$ cat config.mk
export PLATFORM = sky130hd
export DESIGN_NAME = hpw_host_port
export DESIGN_NICKNAME = d
export VERILOG_FILES = /design/src/hpw_pkg.sv /design/src/hpw_sync.sv /design/src/hpw_host_port.sv
export SDC_FILE = /design/constraint.sdc
export NUM_CORES = 1
export LEC_CHECK = 0
export ABC_AREA = 0
export CAP_MARGIN = 5
export CELL_PAD_IN_SITES_DETAIL_PLACEMENT = 1
export CELL_PAD_IN_SITES_GLOBAL_PLACEMENT = 2
export CORE_UTILIZATION = 36
export CTS_CLUSTER_DIAMETER = 30
export CTS_CLUSTER_SIZE = 30
export DETAILED_ROUTE_END_ITERATION = 6
export DONT_BUFFER_PORTS = 1
export GPL_ROUTABILITY_DRIVEN = 0
export PLACE_DENSITY_LB_ADDON = 0.05
export SETUP_SLACK_MARGIN = 0.5
export SLEW_MARGIN = 20
export SYNTH_ARGS = -nofsm -noshare
export SYNTH_HDL_FRONTEND = slang
export SYNTH_SLANG_ARGS = --single-unit
$ cat constraint.sdc
create_clock -name i_core_clk -period 1.9 [get_ports i_core_clk]
set_clock_uncertainty 0.1 [all_clocks]
set_input_delay 0.285 -clock i_core_clk [delete_from_list [all_inputs] [get_ports i_core_clk]]
set_output_delay 0.285 -clock i_core_clk [all_outputs]
set_load 0.05 [all_outputs]
$ cat src/hpw_pkg.sv
// Constants and types for the host port, strap latch and window decode
// How it works
// - Four config straps are sampled once after reset and held until next reset.
// - Bus-style strap is latched together with the four config straps.
// - Strap high is 1, low is 0; high bus-style selects shared-high-byte variant.
// - Family straps all ones select the generic bus family; variant from bus-style.
// - Host strobes are asynchronous; they are synchronised before use.
// - Byte-order strap high selects big-endian, low little-endian.
// - Display memory at 0 to 13FFFh, registers at 1FFE0h to 1FFFFh.
// - Wait output held low until arbitration completes, released on data ready.
package hpw_pkg;
  localparam int HPW_ADDR_W = 17;
  localparam int HPW_DATA_W = 16;
  localparam int HPW_STRB_W = 5;
  localparam int HPW_STRAP_W = 5;
  localparam logic [HPW_ADDR_W-1:0] HPW_MEM_LAST = 17'h13FFF;
  localparam logic [HPW_ADDR_W-1:0] HPW_REG_FIRST = 17'h1FFE0;
  localparam logic [2:0] HPW_FAMILY_GENERIC = 3'h7;
  // Strap sync output settles on the fourth edge, so capture on the fifth
  localparam logic [2:0] HPW_STRAP_CAP_CYC = 3'h4;
  // Bit positions in the latched strap vector
  localparam int HPW_BIT_ENDIAN = 3;
  localparam int HPW_BIT_BUS_STYLE = 4;
  // Positions in the synchronised strobe vector
  localparam int HPW_S_CS = 0;
  localparam int HPW_S_RD = 1;
  localparam int HPW_S_RDWR = 2;
  localparam int HPW_S_WE0 = 3;
  localparam int HPW_S_WE1 = 4;
  localparam logic [HPW_STRB_W-1:0] HPW_STRB_IDLE = 5'h1F;
  localparam logic [HPW_STRAP_W-1:0] HPW_STRAP_RST = 5'h00;
  // APB register map
  localparam logic [7:0] HPW_OFS_CONFIG = 8'h00;
  localparam logic [7:0] HPW_OFS_CTRL = 8'h04;
  localparam logic [7:0] HPW_OFS_STATUS = 8'h08;
  localparam logic [7:0] HPW_OFS_LAST = 8'h0C;
  localparam logic [31:0] HPW_CTRL_RST = 32'h00000001;
  localparam int HPW_CTRL_EN = 0;
  localparam int HPW_CFG_DONE = 5;
  localparam int HPW_CFG_FAMOK = 6;
  localparam int HPW_ST_CNT_LSB = 16;
  localparam int HPW_LAST_RGN_LSB = 17;
  localparam int HPW_LAST_WR = 19;
  // Decoded regions
  localparam logic [1:0] HPW_RGN_HOLE = 2'h0;
  localparam logic [1:0] HPW_RGN_MEM = 2'h1;
  localparam logic [1:0] HPW_RGN_REG = 2'h2;

  typedef enum logic [1:0] {
    HPW_IDLE = 2'b00,
    HPW_ARB = 2'b01,
    HPW_DONE = 2'b11
  } hpw_state_t;

  function automatic logic [HPW_DATA_W-1:0] hpw_swap(input logic [HPW_DATA_W-1:0] d,
                                                   input logic big);
    hpw_swap = big ? {d[7:0], d[15:8]} : d;
  endfunction

  function automatic logic [1:0] hpw_region(input logic [HPW_ADDR_W-1:0] a);
    if (a <= HPW_MEM_LAST)
      hpw_region = HPW_RGN_MEM;
    else if (a >= HPW_REG_FIRST)
      hpw_region = HPW_RGN_REG;
    else
      hpw_region = HPW_RGN_HOLE;
  endfunction
endpackage

$ cat src/hpw_sync.sv
// Three-stage pin synchroniser with agreement filter
`timescale 1ns/100ps
module hpw_sync #(
  parameter int W = 1,
  parameter logic [W-1:0] RST_VAL = '0
) (
  input wire logic i_core_clk,
  input wire logic i_nrst,
  input wire logic [W-1:0] i_async,
  output logic [W-1:0] o_sync
);
  logic [W-1:0] s1_r;
  logic [W-1:0] s2_r;
  logic [W-1:0] s3_r;
  logic [W-1:0] out_r;
  logic [W-1:0] out_nxt;

  // Per bit: a change is taken only once stages two and three agree
  assign out_nxt = (~(s2_r ^ s3_r) & s3_r) | ((s2_r ^ s3_r) & out_r);
  assign o_sync = out_r;

  always_ff @(posedge i_core_clk or negedge i_nrst)
  begin
    if (!i_nrst)
    begin
      s1_r <= RST_VAL;
      s2_r <= RST_VAL;
      s3_r <= RST_VAL;
      out_r <= RST_VAL;
    end
    else
    begin
      s1_r <= i_async;
      s2_r <= s1_r;
      s3_r <= s2_r;
      out_r <= out_nxt;
    end
  end
endmodule // hpw_sync

$ cat src/hpw_host_port.sv
// Host port: strap latch, async strobe handling, window decode, wait, APB
`timescale 1ns/100ps
module hpw_host_port
  import hpw_pkg::*;
(
  input wire logic i_core_clk,
  input wire logic i_nrst,
  input wire logic [3:0] i_config_straps,
  input wire logic i_bus_style_strap,
  input wire logic i_host_cs_n,
  input wire logic i_host_rd_n,
  input wire logic i_host_rdwr_n,
  input wire logic i_host_we0_n,
  input wire logic i_host_we1_n,
  input wire logic [HPW_ADDR_W-1:0] i_host_addr,
  input wire logic [HPW_DATA_W-1:0] i_host_data,
  output logic [HPW_DATA_W-1:0] o_host_data,
  output logic o_host_data_oe,
  output logic o_host_wait_n,
  output logic o_acc_req,
  output logic o_acc_is_reg,
  output logic o_acc_write,
  output logic [1:0] o_acc_be,
  output logic [HPW_ADDR_W-1:0] o_acc_addr,
  output logic [HPW_DATA_W-1:0] o_acc_wdata,
  input wire logic i_acc_ack,
  input wire logic [HPW_DATA_W-1:0] i_acc_rdata,
  input wire logic i_psel,
  input wire logic i_penable,
  input wire logic i_pwrite,
  input wire logic [7:0] i_paddr,
  input wire logic [31:0] i_pwdata,
  output logic [31:0] o_prdata,
  output logic o_pready,
  output logic o_pslverr
);
  logic [HPW_STRAP_W-1:0] strap_sync;
  logic [HPW_STRB_W-1:0] strb_sync;
  logic [HPW_STRAP_W-1:0] cfg_r;
  logic cfg_done_r;
  logic [2:0] cap_cnt_r;
  hpw_state_t state_r;
  hpw_state_t state_nxt;
  logic [HPW_ADDR_W-1:0] addr_r;
  logic [HPW_DATA_W-1:0] wdata_r;
  logic [1:0] be_r;
  logic write_r;
  logic is_reg_r;
  logic [1:0] rgn_r;
  logic [HPW_DATA_W-1:0] rdata_r;
  logic oe_r;
  logic [31:0] ctrl_r;
  logic [15:0] acc_cnt_r;
  logic [31:0] prdata_r;
  logic pslverr_r;

  hpw_sync #(.W(HPW_STRAP_W), .RST_VAL(HPW_STRAP_RST)) u_strap_sync (
    .i_core_clk(i_core_clk),
    .i_nrst(i_nrst),
    .i_async({i_bus_style_strap, i_config_straps}),
    .o_sync(strap_sync)
  );

  // Host strobes come from another clock domain
  hpw_sync #(.W(HPW_STRB_W), .RST_VAL(HPW_STRB_IDLE)) u_strb_sync (
    .i_core_clk(i_core_clk),
    .i_nrst(i_nrst),
    .i_async({i_host_we1_n, i_host_we0_n, i_host_rdwr_n, i_host_rd_n, i_host_cs_n}),
    .o_sync(strb_sync)
  );

  // Latched configuration
  wire cfg_big = cfg_r[HPW_BIT_ENDIAN];
  wire cfg_shared_hi = cfg_r[HPW_BIT_BUS_STYLE];
  wire family_ok = cfg_done_r && (cfg_r[2:0] == HPW_FAMILY_GENERIC);
  wire cap_now = !cfg_done_r && (cap_cnt_r == HPW_STRAP_CAP_CYC);

  // Strobe decode per bus variant
  wire cs = !strb_sync[HPW_S_CS];
  wire rd_lo = !strb_sync[HPW_S_RD];
  wire rd_hi = !strb_sync[HPW_S_RDWR];
  wire we_lo = !strb_sync[HPW_S_WE0];
  wire we_hi = !strb_sync[HPW_S_WE1];
  wire g2_rd = rd_lo;
  wire g2_wr = we_lo;
  wire g1_rd = rd_lo || rd_hi;
  wire g1_wr = we_lo || we_hi;
  wire h_rd = cfg_shared_hi ? g2_rd : g1_rd;
  wire h_wr = cfg_shared_hi ? g2_wr : g1_wr;
  wire host_act = cs && (h_rd || h_wr) && family_ok;
  wire [1:0] g1_be = g1_wr ? {we_hi, we_lo} : {rd_hi, rd_lo};
  wire [1:0] g2_be = {we_hi, !i_host_addr[0]};
  wire [1:0] be_raw = cfg_shared_hi ? g2_be : g1_be;
  wire [1:0] be_ord = cfg_big ? {be_raw[0], be_raw[1]} : be_raw;
  wire [1:0] rgn_now = hpw_region(i_host_addr);
  wire start = (state_r == HPW_IDLE) && host_act;
  wire fwd = (rgn_now != HPW_RGN_HOLE) && ctrl_r[HPW_CTRL_EN];

  always_comb
  begin
    state_nxt = state_r;
    unique case (state_r)
      HPW_IDLE:
        if (host_act)
          state_nxt = fwd ? HPW_ARB : HPW_DONE;
      HPW_ARB:
        if (i_acc_ack)
          state_nxt = HPW_DONE;
      HPW_DONE:
        if (!host_act)
          state_nxt = HPW_IDLE;
      default:
        state_nxt = HPW_IDLE;
    endcase
  end

  // Wait stays low from strobe until data are ready or accepted
  assign o_host_wait_n = !(host_act && (state_r != HPW_DONE));
  assign o_acc_req = (state_r == HPW_ARB);
  assign o_acc_is_reg = is_reg_r;
  assign o_acc_write = write_r;
  assign o_acc_be = be_r;
  assign o_acc_addr = addr_r;
  assign o_acc_wdata = wdata_r;
  assign o_host_data = rdata_r;
  assign o_host_data_oe = oe_r;

  always_ff @(posedge i_core_clk or negedge i_nrst)
  begin
    if (!i_nrst)
    begin
      cap_cnt_r <= '0;
      cfg_done_r <= 1'b0;
      cfg_r <= HPW_STRAP_RST;
    end
    else if (cap_now)
    begin
      cfg_r <= strap_sync;
      cfg_done_r <= 1'b1;
    end
    else if (!cfg_done_r)
      cap_cnt_r <= cap_cnt_r + 3'h1;
  end

  always_ff @(posedge i_core_clk or negedge i_nrst)
  begin
    if (!i_nrst)
    begin
      state_r <= HPW_IDLE;
      addr_r <= '0;
      wdata_r <= '0;
      be_r <= '0;
      write_r <= 1'b0;
      is_reg_r <= 1'b0;
      rgn_r <= HPW_RGN_HOLE;
    end
    else
    begin
      state_r <= state_nxt;
      if (start)
      begin
        addr_r <= i_host_addr;
        wdata_r <= hpw_swap(i_host_data, cfg_big);
        be_r <= be_ord;
        write_r <= h_wr;
        is_reg_r <= (rgn_now == HPW_RGN_REG);
        rgn_r <= fwd ? rgn_now : HPW_RGN_HOLE;
      end
    end
  end

  // Holes and disabled accesses read back zero
  always_ff @(posedge i_core_clk or negedge i_nrst)
  begin
    if (!i_nrst)
    begin
      rdata_r <= '0;
      oe_r <= 1'b0;
    end
    else
    begin
      if (state_r == HPW_ARB && i_acc_ack)
        rdata_r <= hpw_swap(i_acc_rdata, cfg_big);
      else if (start && !fwd)
        rdata_r <= '0;
      // A new access decides the direction itself, not the stale write_r
      oe_r <= (state_nxt == HPW_DONE) && (start ? !h_wr : !write_r);
    end
  end

  // APB: data prepared in setup, answer in the first access cycle
  wire apb_setup = i_psel && !i_penable;
  wire apb_wr = i_psel && i_penable && i_pwrite;
  wire [31:0] cfg_word = {25'h0, family_ok, cfg_done_r, cfg_r};
  wire [31:0] st_word = {acc_cnt_r, 14'h0, o_acc_req, state_r != HPW_IDLE};
  wire [31:0] last_word = {12'h0, write_r, rgn_r, addr_r};
  wire map_hit = (i_paddr == HPW_OFS_CONFIG) || (i_paddr == HPW_OFS_CTRL) ||
                 (i_paddr == HPW_OFS_STATUS) || (i_paddr == HPW_OFS_LAST);
  wire [31:0] rd_mux = (i_paddr == HPW_OFS_CONFIG) ? cfg_word :
                       (i_paddr == HPW_OFS_CTRL) ? ctrl_r :
                       (i_paddr == HPW_OFS_STATUS) ? st_word :
                       (i_paddr == HPW_OFS_LAST) ? last_word : 32'h00000000;

  assign o_pready = i_psel && i_penable;
  assign o_prdata = prdata_r;
  assign o_pslverr = pslverr_r && i_psel && i_penable;

  always_ff @(posedge i_core_clk or negedge i_nrst)
  begin
    if (!i_nrst)
    begin
      ctrl_r <= HPW_CTRL_RST;
      prdata_r <= '0;
      pslverr_r <= 1'b0;
      acc_cnt_r <= '0;
    end
    else
    begin
      if (apb_setup)
      begin
        prdata_r <= i_pwrite ? 32'h00000000 : rd_mux;
        pslverr_r <= !map_hit;
      end
      if (apb_wr && i_paddr == HPW_OFS_CTRL)
        ctrl_r <= {31'h0, i_pwdata[HPW_CTRL_EN]};
      if (state_r != HPW_DONE && state_nxt == HPW_DONE)
        acc_cnt_r <= acc_cnt_r + 16'h0001;
    end
  end

  strap_stable_a: assert property (@(posedge i_core_clk) disable iff (!i_nrst)
    cfg_done_r && $past(cfg_done_r) |-> $stable(cfg_r) && cfg_done_r)
    else $error("latched straps changed after capture");

  strap_capture_a: assert property (@(posedge i_core_clk) disable iff (!i_nrst)
    $rose(cfg_done_r) |-> cfg_r == $past(strap_sync))
    else $error("bus-style or config strap not captured");

  family_gate_a: assert property (@(posedge i_core_clk) disable iff (!i_nrst)
    $rose(o_acc_req) |-> cfg_r[2:0] == HPW_FAMILY_GENERIC)
    else $error("access forwarded without generic family straps");

  variant_rd_a: assert property (@(posedge i_core_clk) disable iff (!i_nrst)
    $rose(o_acc_req) && cfg_shared_hi |-> $past(rd_lo || we_lo))
    else $error("shared-high-byte variant took a split-strobe access");

  async_start_a: assert property (@(posedge i_core_clk) disable iff (!i_nrst)
    $rose(o_acc_req) |-> $past(cs) && $past(state_r) == HPW_IDLE)
    else $error("access started without a synchronised strobe");

  wait_hold_a: assert property (@(posedge i_core_clk) disable iff (!i_nrst)
    o_acc_req && !i_acc_ack && host_act |-> !o_host_wait_n)
    else $error("wait released before arbitration finished");

  wait_release_a: assert property (@(posedge i_core_clk) disable iff (!i_nrst)
    o_acc_req && i_acc_ack |=> o_host_wait_n && (oe_r == !write_r))
    else $error("wait not released one cycle after grant");

  decode_win_a: assert property (@(posedge i_core_clk) disable iff (!i_nrst)
    o_acc_req |-> (o_acc_is_reg ? (o_acc_addr >= HPW_REG_FIRST)
                                : (o_acc_addr <= HPW_MEM_LAST)))
    else $error("access forwarded outside memory or register window");

  endian_rd_a: assert property (@(posedge i_core_clk) disable iff (!i_nrst)
    o_acc_req && i_acc_ack && cfg_big |=> rdata_r == {$past(i_acc_rdata[7:0]),
                                                     $past(i_acc_rdata[15:8])})
    else $error("big-endian read data not byte swapped");

  cov_gen2_c: cover property (@(posedge i_core_clk) disable iff (!i_nrst)
    o_acc_req && i_acc_ack && cfg_shared_hi);
  cov_gen1_c: cover property (@(posedge i_core_clk) disable iff (!i_nrst)
    o_acc_req && i_acc_ack && !cfg_shared_hi);
  cov_hole_c: cover property (@(posedge i_core_clk) disable iff (!i_nrst)
    start && !fwd);
  cov_wait_c: cover property (@(posedge i_core_clk) disable iff (!i_nrst)
    o_acc_req && !i_acc_ack ##1 o_acc_req && !i_acc_ack ##1 i_acc_ack);
endmodule // hpw_host_port

==> results of run 1 <==
## per-layer routing
metal	track usage, %	vias up	wire length (um)
li1	-	1965	-
met1	24.44	2225	7019
met2	32.99	119	8615
met3	5.099	25	892
met4	8.018	0	332
met5	0	-	0
## power groups by stage
stage                     clock network (mW)  logic (mW)  registers, mW
after floorplan                            0       0.946           6.43
after global placement                     0        1.31           6.58
after detailed placement                   0        1.38           6.60
after CTS                               3.65        1.87           6.68
after global routing                    3.77        2.20           6.78
final                                   3.55        2.02           6.69
## worst min path at each step
stage / from / endpoint / slack [ns] / cells past startpoint
final: i_nrst / o_prdata[9] / -0.55 / 0
after global routing: i_nrst / o_prdata[9] / -0.57 / 0
after CTS: i_nrst / o_prdata[9] / -0.56 / 0
after detailed placement: i_nrst / o_prdata[9] / -0.11 / 0
after global placement: i_nrst / o_prdata[9] / -0.11 / 0
after floorplan: i_nrst / async pin / -0.11 / 0
## cell families after synthesis
| kind of cell | Yosys count | synth area share (%) |
|---|---|---|
| AO/OA/AOI/OAI | 90 | 9.943 |
| XOR/XNOR | 17 | 2.400 |
| AND/OR/NAND/NOR | 113 | 9.197 |
| adder cells (fa/ha/maj) | 14 | 2.380 |
| buffers and inverters | 26 | 1.916 |
| flip-flops | 157 | 63.76 |
| multiplexers | 60 | 10.41 |
## Yosys cell counts (2+ instances only)
library cell	count	area share (%)
o21ai_0	44	3.5
or3_1	2	0.20
nor4_1	2	0.20
xor2_1	10	1.4
nor2b_1	2	0.20
a21o_1	3	0.36
clkbuf_1	11	0.67
a21oi_1	3	0.24
nor3_2	3	0.48
nor3b_1	2	0.24
and3_1	4	0.40
buf_2	5	0.40
dfrtp_1	136	55
and4bb_1	2	0.40
nand4_1	4	0.40
a22oi_1	5	0.61
mux2i_1	33	5.3
nand3_1	4	0.32
a22o_1	25	3.5
nor2_1	7	0.42
nor3_1	5	0.40
mux2_2	26	4.7
buf_1	2	0.12
xnor2_1	7	0.99
and2_1	2	0.20
dfstp_2	21	8.9
nor4_2	3	0.61
ha_1	3	0.61
buf_6	2	0.36
inv_1	6	0.36
o31ai_1	2	0.24
nand2_1	64	3.9
maj3_1	11	1.8
## timing repair
item	in CTS	in global routing
pin swaps	21	14
buffers inserted	21	8
setup endpoints to repair	170	93
gates resized for setup	141	55
endpoints found under the hold margin	219	157
gates cloned	7	0
## cell type report
type                            instances  area (um2)
Inverter                                6       22.52
Fill cell                            1642        7792
Multi-Input combinational cell        294        2457
Sequential cell                       157        4063
Clock buffer                           21       514.2
Timing Repair Buffer                  131        1463
Tap cell                              220       275.3
Clock inverter                         11       113.9
## per-stage QoR
stage / instance area [um2] / TNS (ns) / power (mW) / setup slack, ns
final: 8909 / -0.09516 / 12.27 / -0.04104
after global routing: 8909 / -2.323 / 12.76 / -0.1492
after CTS: 8687 / 0 / 12.19 / 0.003229
after detailed placement: 6741 / -0.06611 / 7.979 / -0.02243
after global placement: 6741 / 0 / 7.894 / 0.007189
after floorplan: 6316 / 0 / 7.373 / 0.09796
==> metrics.md, run 1 <==
| Metric | Value |
|---|---|
| Total grt overflow | `0` |
| CP dominant cell by count | `buf_6` |
| Final #Nets | `715` |
| Die area | `0.01776 mm2` |
| Initial Util | `37.14%` |
| Cell family contributing the most delay on the critical path | `buffers and inverters` |
| Row Count | `47` |
| Slew headroom | `60.92%` |
| Distinct cells, synth | `49` |
| Vias per std cell | `5.160` |
| Async set or reset register ratio after synthesis | `100.0%` |
| Failing checks | `hold timing, setup timing` |
| Core Area | `0.01670 mm2` |
| Net Sw Frac | `40.39%` |
| Avg Cell Area, Syn | `13.01 um2` |
| Clock Tree Buf Depth | `2` |
| Worst setup SP type | `flop` |
| H-tree Lvls | `4` |
| Mapped Nets | `585` |
| Critical Path Fanout Max | `5` |
| Die width | `133.3 um` |
| Internal power | `7.312 mW` |
| Worst Reg-to-Reg Cells | `9` |
| MaxCap Viol Count | `0` |
| #FFs+latches synth | `157` |
| # IOs | `195` |
| Critical path origin | `cfg_r[2]` |
| Antenna Cells | `0` |
| DR pass1 iterations | `4` |
| Most frequent cells in the layout | `86 x dfrtp_2, 63 x dlygate4sd3_1, 50 x dfrtp_1, 47 x nand2_1, 33 x mux2i_1` |
| Max IR drop VDD | `806.3 uV` |
| Vias in the first global route | `4,850` |
| Clock latency on the worst-skew pair | `0.42 ns` |
| Crit share post-route | `102.2%` |
| CTS tree | `yes` |
| Fmax | `515.2 MHz` |
| Leak Pwr | `3.912 nW` |
| RR Startpoint | `cfg_r[2]` |
| Worst Setup Slack, final | `-0.04104 ns` |
| I/O Buffers | `0` |
| Worst Setup EP | `acc_cnt_r[4]` |
| CP Class | `reg -> reg` |
| Fin. Hold Viols | `157` |
| Clock network power share | `29.0%` |
| CP cell instances | `and4_4 -> buf_6 -> o211ai_4 -> buf_6 -> buf_6 -> o31ai_4 -> buf_6 -> nand4_1 -> xnor2_1` |
| Slowest stage delay, CP | `0.36 ns` |
| Kind of path behind the tightest hold check | `in -> async` |
| Total Wirelength | `16,860 um` |
| Ys Warns | `0` |
| RSZ-0062 raised after global routing | `yes` |
| Routed length per instance | `20.07 um` |
| Final Non-Filler Cells | `840` |
| CTS buffer count | `17` |
| Fin util | `53.34%` |
| Setup violators final | `9` |
| Largest register FFs | `32` |
| Tot GR Track Use | `19.78%` |
| Buf/Inv on CP | `4` |
| Crit end category | `flop` |
| Post-synth EDFFs | `0` |
| Largest net degree at the start of global routing | `158` |
| Flop pwr share | `54.6%` |
| DRC Markers | `0` |
| Clk sinks | `157` |
| Clk root buf | `clkbuf_16` |
| Post-DP HPWL | `10,090 um` |
| Sequential element share of the synthesized area | `63.76%` |
| Layout cells sized above 1 | `47.42%` |
| DRT iter0 DRCs | `128` |
| Clock transition at path regs | `0.07 ns` |
| Crit path DAT | `2.14 ns` |
| Routed via count | `4,334` |
| Initial antenna violation count | `0` |
| Critical Path Slowest Stage Cell | `dfrtp_1` |
| Reg-to-reg slack, setup | `-0.04 ns` |
| Dominant synthesized flop cell | `dfrtp_1` |
| Die outline height | `133.3 um` |
| Area of the mapped netlist | `0.006203 mm2` |
| First-pass GRT wire length | `27,010 um` |
| Routed Antenna Nets | `0` |
| Worst-Margin Slew | `0.5848 ns` |
| Tmin final | `1.941 ns` |
| CTS Hold Buffers Added | `63` |
| Pwr Density | `1377 mW/mm2` |
| Status | `complete, but fails checks` |
| Hold Slack | `-0.5461 ns` |
| Placed Cells incl. Taps | `709` |
| Most common cell after layout, fill and taps aside | `dfrtp_2` |
| Crit path depth | `9` |
| Net Switching | `4.955 mW` |
| Final slew viol count | `0` |
| Comb pwr share | `16.5%` |
| Syn Inst Count | `477` |
| WP data required | `2.10 ns` |
| Reg2reg end | `acc_cnt_r[4]` |
| Synthesis-to-layout area growth | `43.61%` |
No activity file was read; power rests on OpenSTA's default activity.
==> inputs of run 2 (changes only) <==
--- a/config.mk
+++ b/config.mk
@@ -5,11 +5,11 @@
 export SDC_FILE = /design/constraint.sdc
 export NUM_CORES = 1
 export LEC_CHECK = 0
-export ABC_AREA = 0
+export ABC_AREA = 1
 export CAP_MARGIN = 5
 export CELL_PAD_IN_SITES_DETAIL_PLACEMENT = 1
 export CELL_PAD_IN_SITES_GLOBAL_PLACEMENT = 2
-export CORE_UTILIZATION = 36
+export CORE_UTILIZATION = 33
 export CTS_CLUSTER_DIAMETER = 30
 export CTS_CLUSTER_SIZE = 30
 export DETAILED_ROUTE_END_ITERATION = 6
==> metrics.md, run 2 <==
| Metric | Value |
|---|---|
| Vias in the first global route | `5,918 (+22%)` |
| Slew headroom | `63.03% (+2.1 points)` |
| Initial antenna violation count | `0 (unchanged)` |
| Pwr Density | `1269 mW/mm2 (-7.9%)` |
| Worst-Margin Slew | `0.5546 ns (-0.03019 ns)` |
| CTS Hold Buffers Added | `46 (-27%)` |
| Hold Slack | `-0.5506 ns (-0.004520 ns)` |
| CTS buffer count | `17 (unchanged)` |
| Async set or reset register ratio after synthesis | `100.0% (unchanged)` |
| Clock transition at path regs | `0.07 ns (about the same)` |
| Vias per std cell | `4.956 (-3.9%)` |
| Area contributors post-synth | `dfrtp_1 51%, nand2_1 14%, dfstp_2 8.2%` |
| RR Startpoint | `cfg_r[1]` |
| Worst setup SP type | `flop` |
| Largest net degree at the start of global routing | `158 (unchanged)` |
| Distinct cells, synth | `34 (-31%)` |
| DRT iter0 DRCs | `149 (+16%)` |
| Area of the mapped netlist | `0.006698 mm2 (+8.0%)` |
| Syn Inst Count | `741 (+55%)` |
| Commonest cells post-synth | `246 x nand2_1, 136 x dfrtp_1, 68 x nand3_1, 63 x o21ai_0, 61 x inv_1` |
| Routed via count | `5,581 (+29%)` |
| Area fraction of the dominant cell type after synthesis | `50.81% (-4.0 points)` |
| Crit share post-route | `96.71% (-5.4 points)` |
| Antenna Cells | `0 (unchanged)` |
| #FFs+latches synth | `157 (unchanged)` |
| Clk sinks | `157 (unchanged)` |
| Final slew viol count | `0 (unchanged)` |
| Routed Antenna Nets | `0 (unchanged)` |
| Reg-to-reg slack, setup | `0.06 ns (+0.10 ns)` |
| Synthesis-to-layout area growth | `45.94%` |
| Avg Cell Area, Syn | `9.039 um2 (-30%)` |
| RSZ-0062 raised after global routing | `yes` |
| Leak Pwr | `4.503 nW (+15%)` |
| Initial Util | `34.08% (-3.1 points)` |
| Total grt overflow | `0 (unchanged)` |
| Reg2reg end | `o_host_data[4]` |
| Fillers | `2,175 (+32%)` |
| Most frequent cells in the layout | `167 x nand2_1, 83 x dfrtp_2, 57 x inv_1, 51 x dfrtp_1` |
| Crit end category | `flop` |
| CTS tree | `yes` |
| Reg area | `0.004066 mm2 (about the same)` |
| Row Count | `51 (+8.5%)` |
| Layout cells sized above 1 | `41.46% (-6.0 points)` |
| Clk root buf | `clkbuf_16` |
| Tot GR Track Use | `19.90% (+0.12 points)` |
| First-pass GRT wire length | `31,400 um (+16%)` |
| Clock Tree Buf Depth | `2 (unchanged)` |
| Most frequent cell after synthesis | `nand2_1` |
| Final Cell Area | `0.009774 mm2 (+9.7%)` |
| Post-synth top area cell | `dfrtp_1` |
| Ys Warns | `0 (unchanged)` |
| MaxCap Viol Count | `0 (unchanged)` |
| Placed Area | `0.007181 mm2 (+6.5%)` |
| Worst Reg-to-Reg Cells | `10 (+1)` |
| Post-synth EDFFs | `0 (unchanged)` |
| Core Area | `0.01965 mm2 (+18%)` |
| Clock latency on the worst-skew pair | `0.42 ns (about the same)` |
| Die area | `0.02087 mm2 (+18%)` |
| Crit path DAT | `2.04 ns (-0.10 ns)` |
| I/O Buffers | `0 (unchanged)` |
| DRC Markers | `0 (unchanged)` |
| CP Class | `reg -> reg` |
| Fin util | `49.73% (-3.6 points)` |
| Post-DP HPWL | `12,450 um (+23%)` |
| Final #Nets | `956 (+34%)` |
| H-tree Lvls | `4 (unchanged)` |
| Kind of path behind the tightest hold check | `in -> async` |
| Sequential element share of the synthesized area | `59.05% (-4.7 points)` |
| Dominant synthesized flop cell | `dfrtp_1` |
| # IOs | `195 (unchanged)` |
| DR pass1 iterations | `4 (unchanged)` |
| Critical Path Fanout Max | `6 (+1)` |
| Multi-input gate area in the final layout | `0.003123 mm2 (+27%)` |
| Fmax | `544.2 MHz (+5.6%)` |
| Die outline height | `144.5 um (+8.4%)` |
| Die width | `144.5 um (+8.4%)` |
| Largest register FFs | `32 (unchanged)` |
| Fin. Hold Viols | `157 (unchanged)` |
| Status | `complete, but fails checks` |
| WP data required | `2.10 ns (about the same)` |
| Tmin final | `1.838 ns (-0.1035 ns)` |
| Max IR drop VDD | `745.7 uV (-7.5%)` |
| Most common cell after layout, fill and taps aside | `nand2_1` |
| Total Wirelength | `20,460 um (+21%)` |
| Failing checks | `hold timing` |
| Mapped Nets | `849 (+45%)` |
| Setup violators final | `0 (-9)` |
| Routed length per instance | `18.17 um (-9.4%)` |
## run 2: worst max path at each step
stage | cells past startpoint | endpoint | start
final | 10 | o_host_data[4] | cfg_r[1]
after global routing | 10 | o_host_data[9] | cfg_r[1]
after CTS | 4 | o_host_wait_n | flop
after detailed placement | 8 | acc_cnt_r[13] | cfg_done_r
after global placement | 8 | o_host_data[9] | cfg_done_r
after floorplan | 10 | acc_cnt_r[6] | flop
## run 2: power by group
group / internal [mW] / switching (mW)
clock: 1.77 / 1.60
combinational: 1.01 / 1.16
sequential: 4.15 / 2.71
## run 2: worst max-delay path, stage by stage (launching register included)
cell and delay, ns:
dfrtp_1 0.38, nand2_2 0.09, nor3_4 0.18, buf_6 0.14
nand3_4 0.09, nor2_4 0.20, nand2_8 0.13, buf_12 0.15
buf_16 0.14, nand3_2 0.06, nand2_1 0.06
## run 2: kinds of logic (layout without fill, tap and decap cells)
family	count (synthesis)	in the layout	share of synthesized area (%)
and+or+nand+nor	369	371	23.52
adders and majority gates	13	13	2.055
muxes	3	3	0.4857
AOI/OAI and AO/OA	92	92	7.472
xor gates and xnor gates	15	15	1.962
DFF	157	157	59.05
buffers and inverters	92	210	5.455
## run 2: cell type report
class / count / area share [%]
Tap cell: 265 / 3.392
Timing Repair Buffer: 115 / 14.48
Sequential cell: 157 / 41.60
Inverter: 63 / 2.496
Clock buffer: 17 / 4.352
Multi-Input combinational cell: 494 / 31.95
Clock inverter: 15 / 1.728
## run 2: repair_timing
item / CTS / global route
endpoints found under the setup margin: 170 / 84
cloned: 9 / 5
endpoints found under the hold margin: 214 / 157
pin swaps: 25 / 24
resized for setup: 163 / 163
buffers inserted: 22 / 12
## run 2: routing by layer
layer	vias up	track usage, %	wire, um
li1	2626	-	-
met1	2802	25.03	8807
met2	137	33.17	10300
met3	16	5.596	1145
met4	0	5.762	214
met5	-	0	0
## run 2: stage by stage
step | power, mW | setup TNS, ns | hold WS [ns] | setup slack [ns] | cells
2_1_floorplan | 7.470 | 0 | -0.1106 | 0.3611 | 741
3_3_place_gp | 7.967 | 0 | -0.1072 | 0.05030 | 1000
3_5_place_dp | 8.056 | 0 | -0.1071 | 0.01247 | 1000
4_1_cts | 11.96 | 0 | -0.5719 | 0.009196 | 1109
5_1_grt | 12.98 | -0.07798 | -0.5789 | -0.02039 | 1126
6_report | 12.40 | 0 | -0.5506 | 0.06246 | 1126
==> inputs of run 3 (changes only) <==
--- a/config.mk
+++ b/config.mk
@@ -20,4 +20,5 @@
 export SLEW_MARGIN = 20
 export SYNTH_ARGS = -nofsm -noshare
 export SYNTH_HDL_FRONTEND = slang
+export SYNTH_HIERARCHICAL = 1
 export SYNTH_SLANG_ARGS = --single-unit
==> constraint.sdc (replaced) <==
create_clock -name i_core_clk -period 1.5 [get_ports i_core_clk]
set_clock_uncertainty 0.1 [all_clocks]
set_input_delay 0.225 -clock i_core_clk [delete_from_list [all_inputs] [get_ports i_core_clk]]
set_output_delay 0.225 -clock i_core_clk [all_outputs]
set_load 0.05 [all_outputs]
==> metrics.md, run 3 <==
| Metric | Value |
|---|---|
| Routed Antenna Nets | `0 (unchanged)` |
| Dominant synthesized flop cell | `dfrtp_1` |
| Worst setup SP type | `flop` |
| # IOs | `195 (unchanged)` |
| CP cell instances | `inv_2 -> nor2_2 -> nand2_2 -> buf_6 -> nand2_4 -> inv_4 -> nand2_8` |
| Initial antenna violation count | `0 (unchanged)` |
| Largest register FFs | `32 (unchanged)` |
| Fmax | `544.5 MHz` |
| Fin util | `54.44% (+4.7 points)` |
| Commonest cells post-synth | `210 x nand2_1, 136 x dfrtp_1, 103 x o21ai_0, 88 x inv_1, 59 x nand3_1` |
| Die area | `0.02090 mm2 (+0.17%)` |
| Post-synth EDFFs | `0 (unchanged)` |
| Post-synth top area cell | `dfrtp_1` |
| Failing checks | `hold timing, setup timing` |
| Sequential element share of the synthesized area | `58.95% (-0.099 points)` |
| Area of the mapped netlist | `0.006709 mm2 (+0.17%)` |
| Largest net degree at the start of global routing | `158 (unchanged)` |
| Clock Tree Buf Depth | `2 (unchanged)` |
| Core Area | `0.01972 mm2 (+0.33%)` |
| RSZ-0062 raised after global routing | `yes` |
| Final #Nets | `1,059 (+11%)` |
| Crit end category | `primary output` |
| Multi-input gate area in the final layout | `0.003229 mm2 (+3.4%)` |
| DR pass1 iterations | `4 (unchanged)` |
| Crit path DAT | `1.51 ns (-0.53 ns)` |
| Placed Cells incl. Taps | `1,074 (+7.4%)` |
| Mapped Nets | `873 (+2.8%)` |
| Tmin final | `1.837 ns` |
| Die outline height | `144.6 um (about the same)` |
| DRC Markers | `0 (unchanged)` |
| #FFs+latches synth | `157 (unchanged)` |
| Initial Util | `34.02% (-0.053 points)` |
| Slowest stage delay, CP | `0.54 ns (+0.16 ns)` |
| Status | `complete, but fails checks` |
| Layout cells sized above 1 | `47.30% (+5.8 points)` |
| Ys Warns | `6 (+6)` |
| MaxCap Viol Count | `0 (unchanged)` |
| Max IR drop VDD | `1043 uV (+40%)` |
| Total Wirelength | `21,390 um (+4.5%)` |
| Internal power | `9.251 mW (+33%)` |
| Clock transition at path regs | `0.08 ns (about the same)` |
| Pwr Density | `1516 mW/mm2 (+19%)` |
| Vias in the first global route | `6,448 (+9.0%)` |
| Leak Pwr | `4.980 nW (+11%)` |
| Fillers | `2,153 (-1.0%)` |
| Clk sinks | `157 (unchanged)` |
| Net Sw Frac | `43.15% (-0.97 points)` |
| Area fraction of the dominant cell type after synthesis | `50.73% (-0.085 points)` |
| Distinct cells, synth | `27 (-21%)` |
| Routed via count | `5,940 (+6.4%)` |
| First-pass GRT wire length | `33,820 um (+7.7%)` |
| Tot GR Track Use | `21.34% (+1.4 points)` |
| Critical Path Fanout Max | `2 (-4)` |
| Comb pwr share | `23.0% (+5.5 points)` |
| Kind of path behind the tightest hold check | `in -> async` |
| CP Class | `reg -> out` |
| Slew headroom | `76.07% (+13 points)` |
| Final slew viol count | `0 (unchanged)` |
| Clock latency on the worst-skew pair | `0.43 ns (about the same)` |
| Routed length per instance | `17.40 um (-4.3%)` |
| Most frequent cells in the layout | `139 x nand2_1, 73 x dfrtp_2, 63 x dfrtp_1, 62 x inv_1, 60 x dlygate4sd3_1` |
| H-tree Lvls | `4 (unchanged)` |
| Worst-Margin Slew | `0.3581 ns (-0.1966 ns)` |
| Die width | `144.6 um (about the same)` |
| Total grt overflow | `0 (unchanged)` |
| DRT iter0 DRCs | `152 (+2.0%)` |
| CTS Hold Buffers Added | `61 (+33%)` |
| Clk root buf | `clkbuf_16` |
| Clock network power share | `26.7% (-0.5 points)` |
| Post-DP HPWL | `13,120 um (+5.3%)` |
| Antenna Cells | `0 (unchanged)` |
| Synthesis-to-layout area growth | `60.00%` |
| Area contributors post-synth | `dfrtp_1 51%, nand2_1 12%, dfstp_2 8.2%` |
| CTS buffer count | `17 (unchanged)` |
| Final Non-Filler Cells | `1,229 (+9.1%)` |
| I/O Buffers | `0 (unchanged)` |
| Reg area | `0.004046 mm2 (-0.49%)` |
| Row Count | `51 (unchanged)` |
| Hold Slack | `-0.6186 ns (-0.06794 ns)` |
| Most common cell after layout, fill and taps aside | `nand2_1` |
| Critical Path Slowest Stage Cell | `dfstp_2` |
| Flop pwr share | `50.3% (-5.1 points)` |
| Async set or reset register ratio after synthesis | `100.0% (unchanged)` |
| Most frequent cell after synthesis | `nand2_1` |
| Vias per std cell | `4.833 (-2.5%)` |
| Avg Cell Area, Syn | `8.770 um2 (-3.0%)` |
| Net Switching | `7.022 mW (+28%)` |
| CTS tree | `yes` |
| Setup violators final | `76 (+76)` |
| Fin. Hold Viols | `158 (+0.64%)` |
| Pre-CTS worst setup slack | `-0.2052 ns (-0.2176 ns)` |
| Syn Inst Count | `765 (+3.2%)` |
| Worst Setup Slack, final | `-0.3366 ns (-0.3991 ns)` |
| Crit share post-route | `122.4%` |
| WP data required | `1.17 ns (-0.93 ns)` |
[run 3: cell count changes after synthesis, moves of 3 or more]
cell | previous run | this run
o211ai_1 | 10 | 0
inv_1 | 61 | 88
nand2_1 | 246 | 210
nor2_1 | 25 | 47
nand3_1 | 68 | 59
a21oi_1 | 16 | 23
o22ai_1 | 0 | 3
o21ai_1 | 0 | 4
clkbuf_1 | 16 | 13
maj3_1 | 10 | 0
o21ai_0 | 63 | 103
[run 3: area by class of cell]
class,instances,area share [%]
flip-flops and latches,157,37.70
inverters,90,3.648
multi-input cells,495,30.09
clock inverters,15,1.539
well taps,265,3.089
repair buffers,190,19.98
clock buffers,17,3.963
[run 3: final timing paths]
path / end / from / slack (ns) / cells after the start
setup reg to reg: o_acc_wdata[11] / cfg_r[4] / -0.33 / 11
hold / removal: o_acc_addr[9] / i_nrst / -0.62 / 0
setup / recovery: o_host_wait_n / flop / -0.34 / 7
max in group asynchronous: u_strb_sync/s3_r[2] / i_nrst / 1.56 / 0
hold reg to reg: u_strb_sync/s2_r[3] / u_strb_sync/s1_r[3] / 0.25 / 0
min in group i_core_clk: ctrl_r[0] / i_paddr[3] / -0.01 / 5
[run 3: metrics by stage]
stage	power [mW]	instance area, um2	setup TNS [ns]
5_1_grt	17.03	10730	-27.82
2_1_floorplan	9.339	6954	-0.07189
3_3_place_gp	10.23	7696	-6.880
3_5_place_dp	10.36	7696	-8.549
4_1_cts	15.73	10130	-20.40
6_report	16.27	10730	-20.16
[run 3: what timing repair did]
item	CTS	global route
gates resized for setup	230	143
setup buffers	38	11
pin swaps	34	29
gates cloned	11	2
hold endpoints to repair	219	158
endpoints found under the setup margin	199	206
[run 3: power groups by stage]
| stage | clock network, mW | logic [mW] | registers (mW) |
|---|---|---|---|
| 4_1_cts | 4.47 | 3.20 | 8.06 |
| 3_5_place_dp | 0 | 2.41 | 7.95 |
| 5_1_grt | 4.65 | 4.07 | 8.31 |
| 3_3_place_gp | 0 | 2.31 | 7.92 |
| 2_1_floorplan | 0 | 1.13 | 8.21 |
| 6_report | 4.35 | 3.75 | 8.18 |
[run 3: cells by family (layout without fill, tap and decap cells)]
logic type	Yosys count	in the layout	share of synthesized area, %
multiplexers	3	3	0.5035
XOR/XNOR	13	13	1.697
AND/OR/NAND/NOR	339	342	21.24
AO/OA/AOI/OAI	134	134	10.13
adder cells (fa/ha/maj)	3	3	0.5596
flip-flops	157	157	58.95
buffers and inverters	116	312	6.919
[run 3: critical path, delay by kind of cell, from the launching register on]
family	cells	cell delay [ns]
DFF	1	0.54
and+or+nand+nor	4	0.33
buffers and inverters	3	0.21
[run 3: routing by layer]
| layer | up-vias | part of all wire, % | track usage (%) |
|---|---|---|---|
| met4 | 0 | 2.1 | 8.421 |
| met2 | 125 | 51 | 35.91 |
| met3 | 31 | 5.5 | 5.993 |
| met5 | - | 0 | 0 |
| li1 | 2830 | - | - |
| met1 | 2954 | 41 | 25.69 |
